## src/verilog/bi_params.svh

```systemverilog
/*
 * constants for the four-source bus interrupter: register indices, control
 * field positions, reset values and bus answer codes.
 * assumes inclusion by bare name from the design modules and the testbench.
 */
`ifndef BI_PARAMS_SVH
`define BI_PARAMS_SVH

// register indices (byte address = 4 * index)
`define BI_IDX_CTRL0 3'h0
`define BI_IDX_CTRL1 3'h1
`define BI_IDX_CTRL2 3'h2
`define BI_IDX_CTRL3 3'h3
`define BI_IDX_VEC0 3'h4
`define BI_IDX_VEC3 3'h7
`define BI_ADDR_LSB 2
`define BI_ADDR_W 5

// control register fields
`define BI_LVL_LSB 0
`define BI_LVL_MSB 2
`define BI_BIT_ENA_CLR 3
`define BI_BIT_ENA 4
`define BI_BIT_EXT 5
`define BI_BIT_FLAG_CLR 6
`define BI_BIT_FLAG 7

// reset values
`define BI_CTRL_RST 8'h00
`define BI_VEC_RST 8'h0F

// read data loaded into the bus slave at reset
`define BI_UNMAPPED_DATA 32'h0000_0000

`endif

```

## src/verilog/bi_pkg.sv

```systemverilog
/*
 * types shared by the bus interrupter modules.
 * assumes bi_params.svh on the include path.
 */
package bi_pkg;
    typedef logic [2:0] bi_level_t;
    typedef logic [7:0] bi_byte_t;
    typedef enum logic [1:0] {
        BI_ACK_IDLE,
        BI_ACK_DECIDE,
        BI_ACK_ANSWER,
        BI_ACK_PASS
    } bi_ack_state_e;
endpackage

```

## src/verilog/bi_wb_slave.sv

```systemverilog
/*
 * classic wishbone slave for the eight byte-wide interrupter registers.
 * one wait state: ack rises the cycle after stb and drops next cycle.
 * assumes a single-cycle classic master holding its request until ack.
 */
`timescale 1ns/1ps
`include "bi_params.svh"

module bi_wb_slave
    import bi_pkg::*;
(
    input wire logic ref_clk_in,
    input wire logic rst_in,
    input wire logic wb_cyc_in,
    input wire logic wb_stb_in,
    input wire logic wb_we_in,
    input wire logic [`BI_ADDR_W-1:0] wb_adr_in,
    input wire logic [3:0] wb_sel_in,
    input wire logic [31:0] wb_dat_in,
    input wire logic [63:0] reg_image_in,
    output logic wb_ack_out,
    output logic [31:0] wb_dat_out,
    output logic wr_stb_out,
    output logic [2:0] wr_idx_out,
    output logic [7:0] wr_data_out
);
    logic ack;
    logic [31:0] rdata;
    logic next_ack;
    logic [31:0] next_rdata;
    logic req;
    logic [2:0] idx;

    assign req = wb_cyc_in & wb_stb_in;
    assign idx = wb_adr_in[`BI_ADDR_LSB +: 3];

    always_comb begin
        next_ack = req & ~ack;
        next_rdata = rdata;
        if (req & ~ack) begin
            next_rdata = {24'h000000, reg_image_in[idx*8 +: 8]};
        end
    end

    always_ff @(posedge ref_clk_in) begin
        if (rst_in) begin
            ack <= 1'b0;
            rdata <= `BI_UNMAPPED_DATA;
        end else begin
            ack <= next_ack;
            rdata <= next_rdata;
        end
    end

    // write lands on the acking edge; only lane 0 carries a register
    assign wr_stb_out = req & ack & wb_we_in & wb_sel_in[0];
    assign wr_idx_out = idx;
    assign wr_data_out = wb_dat_in[7:0];
    assign wb_ack_out = ack;
    assign wb_dat_out = rdata;
endmodule

```

## src/verilog/bi_level_match.sv

```systemverilog
/*
 * per-source request level decode and acknowledge match search.
 * the lowest-numbered source wins when several match the acknowledged level.
 */
`timescale 1ns/1ps
`include "bi_params.svh"

module bi_level_match
    import bi_pkg::*;
(
    input wire logic [3:0] active_in,
    input wire logic [11:0] levels_in,
    input wire logic [2:0] ack_level_in,
    output logic [7:1] irq_level_out,
    output logic hit_out,
    output logic [1:0] hit_index_out
);
    function automatic logic [7:0] lvl_onehot(input logic [2:0] lvl);
        lvl_onehot = 8'h01 << lvl;
    endfunction

    logic [7:0] req_map [4];
    genvar g;
    generate
        for (g = 0; g < 4; g++) begin : g_src
            assign req_map[g] = active_in[g] ? lvl_onehot(levels_in[g*3 +: 3]) : 8'h00;
        end
    endgenerate

    logic [7:0] all_req;
    assign all_req = req_map[0] | req_map[1] | req_map[2] | req_map[3];
    // level 0 never requests
    assign irq_level_out = all_req[7:1];

    always_comb begin
        hit_out = 1'b0;
        hit_index_out = 2'h0;
        for (int i = 3; i >= 0; i--) begin
            if ((req_map[i] & lvl_onehot(ack_level_in) & 8'hFE) != 8'h00) begin
                hit_out = 1'b1;
                hit_index_out = 2'(i);
            end
        end
    end
endmodule

```

## src/verilog/bi_core.sv

```systemverilog
/*
 * four-source bus interrupter: register file, bus request drive and the
 * interrupt acknowledge responder with daisy chain.
 * assumes acknowledge is already qualified with address and data strobes and
 * all bus-side inputs are synchronous to ref_clk_in.
 */
`timescale 1ns/1ps
`include "bi_params.svh"

// Overview of operation
// [RQ1] low acknowledge input starts acknowledge cycle
// [RQ2] compare address level with requested levels
// [RQ3] chain in low: answer on match, else pass
// [RQ4] wait for chain in; keep chain out negated
// [RQ5] request outputs pulled low, released otherwise
// [RQ6] peripherals drive active-low device interrupt inputs
// [RQ7] acknowledge-enable low marks index valid
// [RQ8] index outputs carry acknowledged source number
// [RQ9] external vector device uses enable and index
// [RQ10] chip select with acknowledge resets device
// [RQ11] eight registers: four control, four vector
// [RQ12] control register n governs input n
// [RQ13] low three bits set request level
// [RQ14] register select and control bit layout
// [RQ15] vector register returned on internal answer
// [RQ16] all sequencing from the single clock
// [RQ17] level zero disables, one to seven select
// [RQ18] bit 4 enables the bus request
// [RQ19] bit 3 clears enable on acknowledge
// [RQ20] bit 5 selects internal or external answer
// [RQ21] reset: controls zero, vectors default value
// [RQ22] bit 7 free flag; bit 6 auto-clears it
module bi_core
    import bi_pkg::*;
(
    input wire logic ref_clk_in,
    input wire logic rst_in,
    input wire logic wb_cyc_in,
    input wire logic wb_stb_in,
    input wire logic wb_we_in,
    input wire logic [`BI_ADDR_W-1:0] wb_adr_in,
    input wire logic [3:0] wb_sel_in,
    input wire logic [31:0] wb_dat_in,
    output logic wb_ack_out,
    output logic [31:0] wb_dat_out,
    input wire logic [3:0] device_irq_n_in,
    input wire logic chip_select_n_in,
    input wire logic iack_n_in,
    input wire logic [3:1] iack_level_in,
    input wire logic chain_in_n_in,
    output logic chain_out_n_out,
    output logic [7:1] bus_irq_out,
    output logic [7:1] bus_irq_oe_out,
    output logic [7:0] vector_out,
    output logic vector_oe_out,
    output logic dtack_n_out,
    output logic ack_index_valid_n,
    output logic ack_index_bit0,
    output logic ack_index_bit1
);
    bi_byte_t ctrl [4];
    bi_byte_t vec [4];
    bi_byte_t next_ctrl [4];
    bi_byte_t next_vec [4];
    bi_ack_state_e state;
    bi_ack_state_e next_state;
    logic [1:0] ack_src;
    logic [1:0] next_ack_src;
    logic [7:0] vdata;
    logic [7:0] next_vdata;
    logic chain_out_n;
    logic next_chain_out_n;
    logic self_reset;

    logic wr_stb;
    logic [2:0] wr_idx;
    logic [7:0] wr_data;
    logic [63:0] reg_image;
    logic [3:0] active;
    logic [11:0] levels;
    logic [7:1] irq_level;
    logic hit;
    logic [1:0] hit_index;

    // internal reset from chip select plus acknowledge; see [RQ10]
    assign self_reset = rst_in | (~chip_select_n_in & ~iack_n_in);

    genvar g;
    generate
        for (g = 0; g < 4; g++) begin : g_map
            assign reg_image[g*8 +: 8] = ctrl[g];
            assign reg_image[32 + g*8 +: 8] = vec[g];
            // source g requests when its input is low and enabled; see [RQ12] [RQ18]
            assign active[g] = ~device_irq_n_in[g] & ctrl[g][`BI_BIT_ENA];
            assign levels[g*3 +: 3] = ctrl[g][`BI_LVL_MSB:`BI_LVL_LSB]; // see [RQ13]
        end
    endgenerate

    bi_wb_slave u_bus (
        .ref_clk_in(ref_clk_in),
        .rst_in(self_reset),
        .wb_cyc_in(wb_cyc_in),
        .wb_stb_in(wb_stb_in),
        .wb_we_in(wb_we_in),
        .wb_adr_in(wb_adr_in),
        .wb_sel_in(wb_sel_in),
        .wb_dat_in(wb_dat_in),
        .reg_image_in(reg_image),
        .wb_ack_out(wb_ack_out),
        .wb_dat_out(wb_dat_out),
        .wr_stb_out(wr_stb),
        .wr_idx_out(wr_idx),
        .wr_data_out(wr_data)
    );

    // level zero yields no request; see [RQ17] [RQ2]
    bi_level_match u_match (
        .active_in(active),
        .levels_in(levels),
        .ack_level_in(iack_level_in),
        .irq_level_out(irq_level),
        .hit_out(hit),
        .hit_index_out(hit_index)
    );

    // acknowledge sequencer
    always_comb begin
        next_state = state;
        next_ack_src = ack_src;
        next_vdata = vdata;
        next_chain_out_n = 1'b1;
        case (state)
            BI_ACK_IDLE: begin
                if (~iack_n_in) begin
                    next_state = BI_ACK_DECIDE; // see [RQ1]
                end
            end
            BI_ACK_DECIDE: begin
                if (iack_n_in) begin
                    next_state = BI_ACK_IDLE;
                end else if (~chain_in_n_in) begin // see [RQ4]
                    if (hit) begin
                        next_state = BI_ACK_ANSWER; // see [RQ3]
                        next_ack_src = hit_index;
                        next_vdata = vec[hit_index]; // see [RQ15]
                    end else begin
                        next_state = BI_ACK_PASS;
                        next_chain_out_n = 1'b0; // see [RQ3]
                    end
                end
            end
            BI_ACK_ANSWER: begin
                if (iack_n_in) begin
                    next_state = BI_ACK_IDLE;
                end
            end
            BI_ACK_PASS: begin
                if (iack_n_in) begin
                    next_state = BI_ACK_IDLE;
                end else begin
                    next_chain_out_n = chain_in_n_in;
                end
            end
            default: begin
                next_state = BI_ACK_IDLE;
            end
        endcase
    end

    always_ff @(posedge ref_clk_in) begin
        if (self_reset) begin
            state <= BI_ACK_IDLE;
            ack_src <= 2'h0;
            vdata <= 8'h00;
            chain_out_n <= 1'b1;
        end else begin
            state <= next_state;
            ack_src <= next_ack_src;
            vdata <= next_vdata;
            chain_out_n <= next_chain_out_n;
        end
    end

    logic answering;
    logic entering_answer;
    assign answering = (state == BI_ACK_ANSWER);
    assign entering_answer = (state == BI_ACK_DECIDE) & (next_state == BI_ACK_ANSWER);

    // register file with acknowledge side effects
    always_comb begin
        for (int i = 0; i < 4; i++) begin
            next_ctrl[i] = ctrl[i];
            next_vec[i] = vec[i];
            if (wr_stb && wr_idx == 3'(i)) begin // see [RQ11] [RQ14]
                next_ctrl[i] = wr_data;
            end
            if (wr_stb && wr_idx == 3'(i + 4)) begin
                next_vec[i] = wr_data;
            end
            // acknowledge clears win over a same-cycle write
            if (entering_answer && hit_index == 2'(i)) begin
                if (ctrl[i][`BI_BIT_ENA_CLR]) begin
                    next_ctrl[i][`BI_BIT_ENA] = 1'b0; // see [RQ19]
                end
                if (ctrl[i][`BI_BIT_FLAG_CLR]) begin
                    next_ctrl[i][`BI_BIT_FLAG] = 1'b0; // see [RQ22]
                end
            end
        end
    end

    always_ff @(posedge ref_clk_in) begin
        if (self_reset) begin
            for (int i = 0; i < 4; i++) begin
                ctrl[i] <= `BI_CTRL_RST; // see [RQ21]
                vec[i] <= `BI_VEC_RST;
            end
        end else begin
            for (int i = 0; i < 4; i++) begin
                ctrl[i] <= next_ctrl[i];
                vec[i] <= next_vec[i];
            end
        end
    end

    // open-collector style: drive low only while requesting; see [RQ5] [RQ16]
    assign bus_irq_out = 7'h00;
    assign bus_irq_oe_out = irq_level;

    // internal answer only when external bit clear; see [RQ20]
    logic internal_answer;
    assign internal_answer = answering & ~ctrl[ack_src][`BI_BIT_EXT];
    assign vector_out = vdata;
    assign vector_oe_out = internal_answer;
    assign dtack_n_out = ~internal_answer;

    // index valid for the whole answer, external devices rely on it; see [RQ7] [RQ8] [RQ9]
    assign ack_index_valid_n = ~answering;
    assign ack_index_bit0 = ack_src[0];
    assign ack_index_bit1 = ack_src[1];
    assign chain_out_n_out = chain_out_n; // see [RQ4]
endmodule

```

## config.mk

```make
export PLATFORM = sky130hd
export DESIGN_NAME = bi_core
export DESIGN_NICKNAME = d
export VERILOG_FILES = /design/src/verilog/bi_pkg.sv /design/src/verilog/bi_wb_slave.sv /design/src/verilog/bi_level_match.sv /design/src/verilog/bi_core.sv
export VERILOG_INCLUDE_DIRS = /design/src /design/src/verilog
export SDC_FILE = /design/constraint.sdc
export NUM_CORES = 1
export LEC_CHECK = 0
export ABC_CLOCK_PERIOD_IN_PS = 2100
export BUFFER_PORTS_ARGS = -buffer_cell sky130_fd_sc_hd__buf_4
export CAP_MARGIN = 20
export CORE_ASPECT_RATIO = 0.7
export CORE_MARGIN = 2
export CORE_UTILIZATION = 41
export CTS_CLUSTER_DIAMETER = 200
export DETAILED_ROUTE_END_ITERATION = 12
export GPL_TIMING_DRIVEN = 0
export PLACE_DENSITY = 0.66
export SLEW_MARGIN = 40
export SYNTH_ARGS = -nofsm -noshare
export SYNTH_HDL_FRONTEND = slang
export SYNTH_SLANG_ARGS = --single-unit
export TNS_END_PERCENT = 50
```

## constraint.sdc

```tcl
create_clock -name ref_clk_in -period 2.1 [get_ports ref_clk_in]
set_input_delay 0.315 -clock ref_clk_in [delete_from_list [all_inputs] [get_ports ref_clk_in]]
set_output_delay 0.315 -clock ref_clk_in [all_outputs]
set_load 0.005 [all_outputs]
```

==> impl_metrics.sql, run 1 <==
INSERT INTO impl_metrics (metric_group, metric, value, unit) VALUES
('status', 'run_status', 'finished with violations', ''),
('status', 'violated_checks', 'setup timing', ''),
('setup_path', 'critical_path.top_delay_family', 'simple AND/OR/NAND/NOR gates', ''),
('yosys', 'syn-cell-area', '4910', 'µm²'),
('power', 'irDropWorstVdd', '0.000434', 'V'),
('yosys', 'synth_area_per_cell', '9.12', 'µm²'),
('setup_path', 'critical_path.most_common_cell', 'sky130_fd_sc_hd__buf_12', ''),
('global_route', 'gr-usage-met2', '0.349', ''),
('timing', 'postLayoutSetupSlackWorst', '-0.0794', 'ns'),
('clocking', 'clkSlewWorstSetupHoldPaths', '0.06', 'ns'),
('setup_path', 'timing.setup.critical_path_class', 'reg2reg', ''),
('yosys', 'ys_seq_elements', '88', ''),
('setup_path', 'cp-start-kind', 'register', ''),
('drt', 'drt.antenna.violating_nets', '0', ''),
('global_route', 'number_of_global_route_vias_before_repair', '4205', ''),
('final_layout', 'layout_common_cells', 'sky130_fd_sc_hd__buf_4 (88), sky130_fd_sc_hd__dfxtp_1 (81), sky130_fd_sc_hd__mux2i_1 (71)', ''),
('timing', 'maxClockFrequency', '459', 'MHz'),
('global_route', 'met1_usage', '0.331', ''),
('timing', 'timing.final.crit_share', '1.04', ''),
('clocking', 'tritoncts', 'built', ''),
('min_path', 'hold_path_class', 'in2reg', ''),
('power', 'power_density', '570', 'nW/µm²'),
('setup_path', 'cp_cell_sequence', 'nor2b_4, or4b_4, buf_6, o211ai_4, buf_12, buf_12, nand2b_4, a221oi_4, a21oi_2', ''),
('clocking', 'cts-buffers-inserted', '9', ''),
('timing', 'timing.slew.headroom', '0.437', ''),
('power', 'p_leak', '2.60', 'nW'),
('global_route', 'grt_pass1_wl', '23300', 'µm'),
('yosys', 'synth_largest_type_area_fraction', '0.359', ''),
('clocking', 'insertion_delay', '0.35', 'ns'),
('drt', 'dr.pass1.iters', '5', ''),
('global_route', 'antenna_found_initial', '0', ''),
('floorplan', 'initial_core_util', '0.420', ''),
('drt', 'drc', '0', ''),
('timing', 'setup_violations', '12', ''),
('yosys', 'yosys_most_used_dff', 'sky130_fd_sc_hd__dfxtp_1', ''),
('final_layout', 'drive_gt1_frac', '0.322', ''),
('setup_path', 'worst_path_largest_cell_delay', '0.50', 'ns'),
('clocking', 'post_cts_hold_buffer_count', '0', ''),
('final_layout', 'n_antenna_cell', '0', ''),
('final_layout', 'postLayoutCoreUtil', '0.552', ''),
('setup_path', 'worstPathBufferInverterCount', '3', ''),
('final_layout', 'mostFrequentLayoutCell', 'sky130_fd_sc_hd__buf_4', ''),
('final_layout', 'final.fill_count', '1002', ''),
('floorplan', 'fp.coreArea', '11700', 'µm²'),
('setup_path', 'cp-end-kind', 'register', ''),
('floorplan', 'die_height', '95.5', 'µm'),
('timing', 'hold_viol', '0', ''),
('place', 'placed_cells', '767', ''),
('yosys', 'synth-edff-count', '0', ''),
('setup_path', 'cp.arrival', '2.41', 'ns'),
('clocking', 'cts.sinks', '88', ''),
('timing', 'final_period_minus_worst_setup_slack', '2.18', 'ns'),
('global_route', 'grt_overflow', '0', ''),
('clocking', 'cts_root_buffer', 'sky130_fd_sc_hd__clkbuf_16', ''),
('place', 'post-dp-hpwl', '10800', 'µm'),
('clocking', 'clk_path_buf_depth', '2', ''),
('setup_path', 'timing.critical_path.slowest_stage_cell', 'sky130_fd_sc_hd__or4b_4', ''),
('floorplan', 'chipWidth', '135', 'µm'),
('place', 'gp_routability_congestion', '0.910', ''),
('setup_path', 'worst_ep_required_time', '2.33', 'ns'),
('timing', 'report.final.slew_viol_count', '0', ''),
('yosys', 'postSynth.asyncResetShare', '0', ''),
('setup_path', 'maximum_net_fanout_on_the_critical_path', '5', ''),
('global_route', 'grt_max_degree', '15', ''),
('drt', 'vias', '4570', ''),
('timing', 'timing.clock.skew', '0.00597', 'ns'),
('yosys', 'synth_cell_types', '56', ''),
('yosys', 'post_synth_main_area_contributors', 'sky130_fd_sc_hd__dfxtp_1 (36%), sky130_fd_sc_hd__mux2i_1 (15%), sky130_fd_sc_hd__mux4_2 (7.3%)', ''),
('drt', 'wire_per_inst', '19.8', 'µm'),
('timing', 'tightest_slew', '0.845', 'ns'),
('drt', 'initialDrtViolationCount', '625', '');
==> through the flow <==
| stage | TNS, ns | area, µm² | hold WS (ns) |
|---|---|---|---|
| global route | -1.88 | 6450 | 0.178 |
| finish | -0.349 | 6450 | 0.170 |
| floorplan | 0 | 5020 | 0.388 |
| CTS | -0.242 | 6050 | 0.165 |
| global placement | -15.04 | 5530 | 0.457 |
| detailed placement | -16.81 | 5530 | 0.459 |
==> worst register-to-register path, stage by stage, from the launching register on <==
cell	delay (ns)
sky130_fd_sc_hd__dfxtp_2	0.36
sky130_fd_sc_hd__nor2b_4	0.15
sky130_fd_sc_hd__or4b_4	0.50
sky130_fd_sc_hd__buf_6	0.15
sky130_fd_sc_hd__o211ai_4	0.25
sky130_fd_sc_hd__buf_12	0.18
sky130_fd_sc_hd__buf_12	0.11
sky130_fd_sc_hd__nand2b_4	0.05
sky130_fd_sc_hd__a221oi_4	0.24
sky130_fd_sc_hd__a21oi_2	0.08
==> layer usage <==
| layer | share of wire | routed length [µm] | up-vias |
|---|---|---|---|
| li1 | - | - | 2050 |
| met3 | 0.12 | 1820 | 36 |
| met4 | 0.021 | 329 | 0 |
| met2 | 0.42 | 6640 | 293 |
| met1 | 0.44 | 6930 | 2191 |
| met5 | 0 | 0 | - |
==> report_power, final <==
part | switching (mW) | internal, mW
sequential | 0.00582 | 1.68
combinational | 0.179 | 0.119
clock | 0.669 | 1.03
==> state kept, by name, summed over array words and instances, names as in the netlist, named ones only <==
register          count
ack_src               2
u_bus.wb_dat_out      8
vec                  32
ctrl                 32
u_bus.wb_ack_out      1
vector_out            8
state                 2
chain_out_n_out       1
==> repair_timing <==
action                                  in CTS  in global routing
pin swaps                                    5                 28
endpoints found under the setup margin      26                 73
setup buffers                                3                 13
gates cloned                                 1                  1
resized for setup                           40                 62
==> final cells by class <==
class | instances | area [µm²] | share of cell area
clock inverter | 5 | 83.8 | 0.0130
timing repair buffer | 60 | 513 | 0.0795
clock buffer | 9 | 225 | 0.0349
multi-input combinational | 384 | 3110 | 0.483
buffer | 74 | 479 | 0.0743
inverter | 17 | 63.8 | 0.00989
tap | 157 | 196 | 0.0304
sequential | 88 | 1780 | 0.275
==> cells by family (layout without fill, tap and decap cells) <==
group                     after synthesis  in the layout  synth area share
xor gates and xnor gates                8              8            0.0143
other                                   1             31          0.000764
AOI/OAI and AO/OA                      86             86             0.121
buffers and inverters                  96            165             0.102
muxes                                  89             89             0.226
DFF                                    88             88             0.359
and+or+nand+nor                       170            170             0.177
==> cell usage after synthesis, drive strengths merged, types with 2 or more instances <==
| library cell | instances |
|---|---|
| nor3b | 4 |
| nand2b | 13 |
| mux2i | 72 |
| nand4 | 3 |
| o22ai | 8 |
| nand2 | 34 |
| o211a | 3 |
| xnor2 | 5 |
| nor4 | 3 |
| nor2 | 61 |
| a21oi | 14 |
| nor2b | 5 |
| a211oi | 18 |
| or2 | 2 |
| nand3b | 5 |
| buf | 43 |
| or4 | 2 |
| clkbuf | 36 |
| nor4bb | 4 |
| xor2 | 3 |
| nor3 | 16 |
| o21ai | 21 |
| or3 | 2 |
| o311ai | 2 |
| mux4 | 17 |
| a221oi | 8 |
| inv | 17 |
| and2 | 3 |
| and3 | 3 |
| a31oi | 3 |
| nand3 | 5 |
| dfxtp | 88 |
==> final timing paths <==
check	startpoint	end	slack [ns]	depth (start not counted)
hold / removal	iack_n_in	state[1]	0.17	2
setup reg to reg	ctrl[3][4]	vector_out[7]	-0.08	9
setup / recovery	ctrl[3][4]	vector_out[7]	-0.08	9
hold reg to reg	u_bus.wb_ack_out	u_bus.wb_ack_out	0.48	1
Power figures use the tool's default switching activity.
==> run 2: changes to the inputs <==
--- a/config.mk
+++ b/config.mk
@@ -16,6 +16,7 @@
 export DETAILED_ROUTE_END_ITERATION = 12
 export GPL_TIMING_DRIVEN = 0
 export PLACE_DENSITY = 0.66
+export SETUP_SLACK_MARGIN = 0.1
 export SLEW_MARGIN = 40
 export SYNTH_ARGS = -nofsm -noshare
 export SYNTH_HDL_FRONTEND = slang
==> run 2 against run 1 <==
The run still ends with setup timing left. Global-route usage increased by 0.51 points. Clock-buffer cell count unchanged. Critical path depth down 1. Sequential power about the same. Wire length increased by 3.8%. Final area is 3.2% higher. Largest cell class unchanged. Largest power group is now sequential cells. Highest routed layer unchanged.
==> impl_metrics.sql, run 2 (synthesis results as in run 1) <==
INSERT INTO impl_metrics (metric_group, metric, value, unit) VALUES
('status', 'run_status', 'finished with violations', ''),
('status', 'violated_checks', 'setup timing', ''),
('final_layout', 'drive_gt1_frac', '0.369', ''),
('power', 'p_leak', '2.72', 'nW'),
('power', 'power.total', '3.53', 'mW'),
('timing', 'hold_viol', '0', ''),
('final_layout', 'final_nets', '699', ''),
('min_path', 'hold_path_class', 'in2reg', ''),
('final_layout', 'mostFrequentLayoutCell', 'sky130_fd_sc_hd__buf_4', ''),
('final_layout', 'n_antenna_cell', '0', ''),
('setup_path', 'worst_path_largest_cell_delay', '0.50', 'ns'),
('place', 'gp_routability_congestion', '0.911', ''),
('floorplan', 'floorplan.die_area', '12900', 'µm²'),
('final_layout', 'layout_common_cells', 'sky130_fd_sc_hd__buf_4 (92), sky130_fd_sc_hd__dfxtp_1 (77), sky130_fd_sc_hd__mux2i_1 (69)', ''),
('setup_path', 'setup.reg_to_reg.worst_slack', '-0.05', 'ns'),
('global_route', 'number_of_global_route_vias_before_repair', '4260', ''),
('clocking', 'cts-buffers-inserted', '9', ''),
('global_route', 'grt_pass1_wl', '23600', 'µm'),
('setup_path', 'timing.setup.critical_path_class', 'reg2reg', ''),
('place', 'dp_worst_setup_slack', '-0.444', 'ns'),
('floorplan', 'initial_core_util', '0.420', ''),
('clocking', 'cts.sinks', '88', ''),
('final_layout', 'final.fill_count', '977', ''),
('timing', 'tightest_slew', '0.861', 'ns'),
('drt', 'totalWireLength', '16300', 'µm'),
('timing', 'timing.slew.headroom', '0.426', ''),
('final_layout', 'largest_registers', 'ctrl x32, vec x32', ''),
('min_path', 'timing.hold.worst_endpoint', 'state[1]', ''),
('final_layout', 'instances_no_fill', '805', ''),
('setup_path', 'cp_cell_sequence', 'nor2b_4, or4b_4, buf_6, o211ai_4, buf_12, nand2b_4, a221oi_4, a21oi_2', ''),
('global_route', 'grt_usage', '0.246', ''),
('timing', 'timing.final.crit_share', '1.02', ''),
('min_path', 'timing.hold.worst.start', 'iack_n_in', ''),
('setup_path', 'worstPathBufferInverterCount', '2', ''),
('drt', 'wire_per_inst', '20.3', 'µm'),
('setup_path', 'regToRegStartpoint', 'ctrl[3][4]', ''),
('clocking', 'insertion_delay', '0.35', 'ns'),
('min_path', 'whs_path_depth', '2', ''),
('floorplan', 'chipWidth', '135', 'µm'),
('place', 'placed_cells', '767', ''),
('setup_path', 'timing.critical_path.slowest_stage_cell', 'sky130_fd_sc_hd__or4b_4', ''),
('timing', 'postLayoutSetupSlackWorst', '-0.0510', 'ns'),
('clocking', 'cts_root_buffer', 'sky130_fd_sc_hd__clkbuf_16', ''),
('global_route', 'antenna_found_initial', '0', ''),
('timing', 'timing.clock.skew', '0.00759', 'ns'),
('setup_path', 'critical_path.top_delay_family', 'simple AND/OR/NAND/NOR gates', ''),
('floorplan', 'design.portCount', '117', ''),
('drt', 'dr.pass1.iters', '7', ''),
('drt', 'initialDrtViolationCount', '542', ''),
('setup_path', 'cp-start-kind', 'register', ''),
('setup_path', 'worstReg2RegEnd', 'vector_out[6]', ''),
('clocking', 'cts-htree-levels', '3', ''),
('floorplan', 'fp.coreArea', '11700', 'µm²'),
('setup_path', 'cp-end-kind', 'register', ''),
('timing', 'grt_setup_unrepaired', 'yes', ''),
('setup_path', 'r2r_cells', '8', ''),
('setup_path', 'maximum_net_fanout_on_the_critical_path', '5', ''),
('drt', 'drt.antenna.violating_nets', '0', ''),
('place', 'numPortBuffers', '42', ''),
('clocking', 'tritoncts', 'built', ''),
('setup_path', 'cp.arrival', '2.39', 'ns'),
('drt', 'vias', '4692', ''),
('clocking', 'post_cts_hold_buffer_count', '0', ''),
('clocking', 'clkSlewWorstSetupHoldPaths', '0.07', 'ns'),
('drt', 'drc', '0', ''),
('global_route', 'grt_overflow', '0', ''),
('timing', 'final_period_minus_worst_setup_slack', '2.15', 'ns'),
('timing', 'finalHoldWorstSlack', '0.168', 'ns'),
('setup_path', 'worst_ep_required_time', '2.34', 'ns'),
('final_layout', 'postLayoutCoreUtil', '0.570', ''),
('timing', 'report.final.slew_viol_count', '0', ''),
('floorplan', 'rows', '33', ''),
('power', 'power_density', '530', 'nW/µm²'),
('floorplan', 'die_height', '95.5', 'µm'),
('drt', 'viasPerCell', '5.83', ''),
('timing', 'setup_violations', '7', ''),
('place', 'post-dp-hpwl', '10800', 'µm'),
('global_route', 'grt_max_degree', '18', ''),
('power', 'irDropWorstVdd', '0.000388', 'V'),
('run', 'drv.max_cap_violation_count', '0', ''),
('final_layout', 'flow.area_growth_from_synthesis', '35.7', '%'),
('clocking', 'clk_path_buf_depth', '2', ''),
('timing', 'maxClockFrequency', '465', 'MHz');
run 2: layout make-up:
| type | instances | area [µm²] | share of cell area |
|---|---|---|---|
| multi-input cells | 384 | 3210 | 0.482 |
| clock inverters | 7 | 58.8 | 0.00883 |
| well taps | 157 | 196 | 0.0295 |
| clock buffers | 9 | 225 | 0.0338 |
| flip-flops and latches | 88 | 1790 | 0.269 |
| inverters | 17 | 63.8 | 0.00958 |
| plain buffers | 77 | 541 | 0.0812 |
| repair buffers | 66 | 579 | 0.0870 |
run 2: how the worst max path moves through the flow:
stage	slack, ns	cells after the start	start	end
finish	-0.05	8	ctrl[3][4]	vector_out[6]
detailed placement	-0.44	8	ctrl[0][1]	vector_out[2]
floorplan	0.09	7	ctrl[3][4]	state[0]
global placement	-0.46	8	ctrl[0][1]	vector_out[6]
global route	-0.08	7	ctrl[3][4]	state[0]
CTS	-0.02	7	ctrl[3][4]	state[0]
run 2: through the flow:
stage	cell area [µm²]	setup TNS (ns)
5_1_grt	6660	-0.581
4_1_cts	6280	-0.0465
2_1_floorplan	5040	0
6_report	6660	-0.225
3_3_place_gp	5550	-15.98
3_5_place_dp	5550	-18.86
run 2: timing repair:
item                                    CTS  global route
endpoints found under the setup margin   59            77
pin swaps                                12            35
setup buffers                            16             4
gates cloned                              2             2
resized for setup                        65            88
endpoints found under the hold margin     0             0
run 2: where the power goes:
group / internal (mW) / leakage, nW / switching [mW]
clock: 0.825 / 0.139 / 0.723
combinational: 0.121 / 1.87 / 0.182
sequential: 1.67 / 0.718 / 0.00638
run 2: metal layers:
metal | up-vias | part of all wire | GRT usage
met5 | - | 0 | 0
met4 | 0 | 0.045 | 0.102
met3 | 76 | 0.11 | 0.0670
met2 | 329 | 0.43 | 0.374
met1 | 2210 | 0.42 | 0.331
li1 | 2077 | - | -
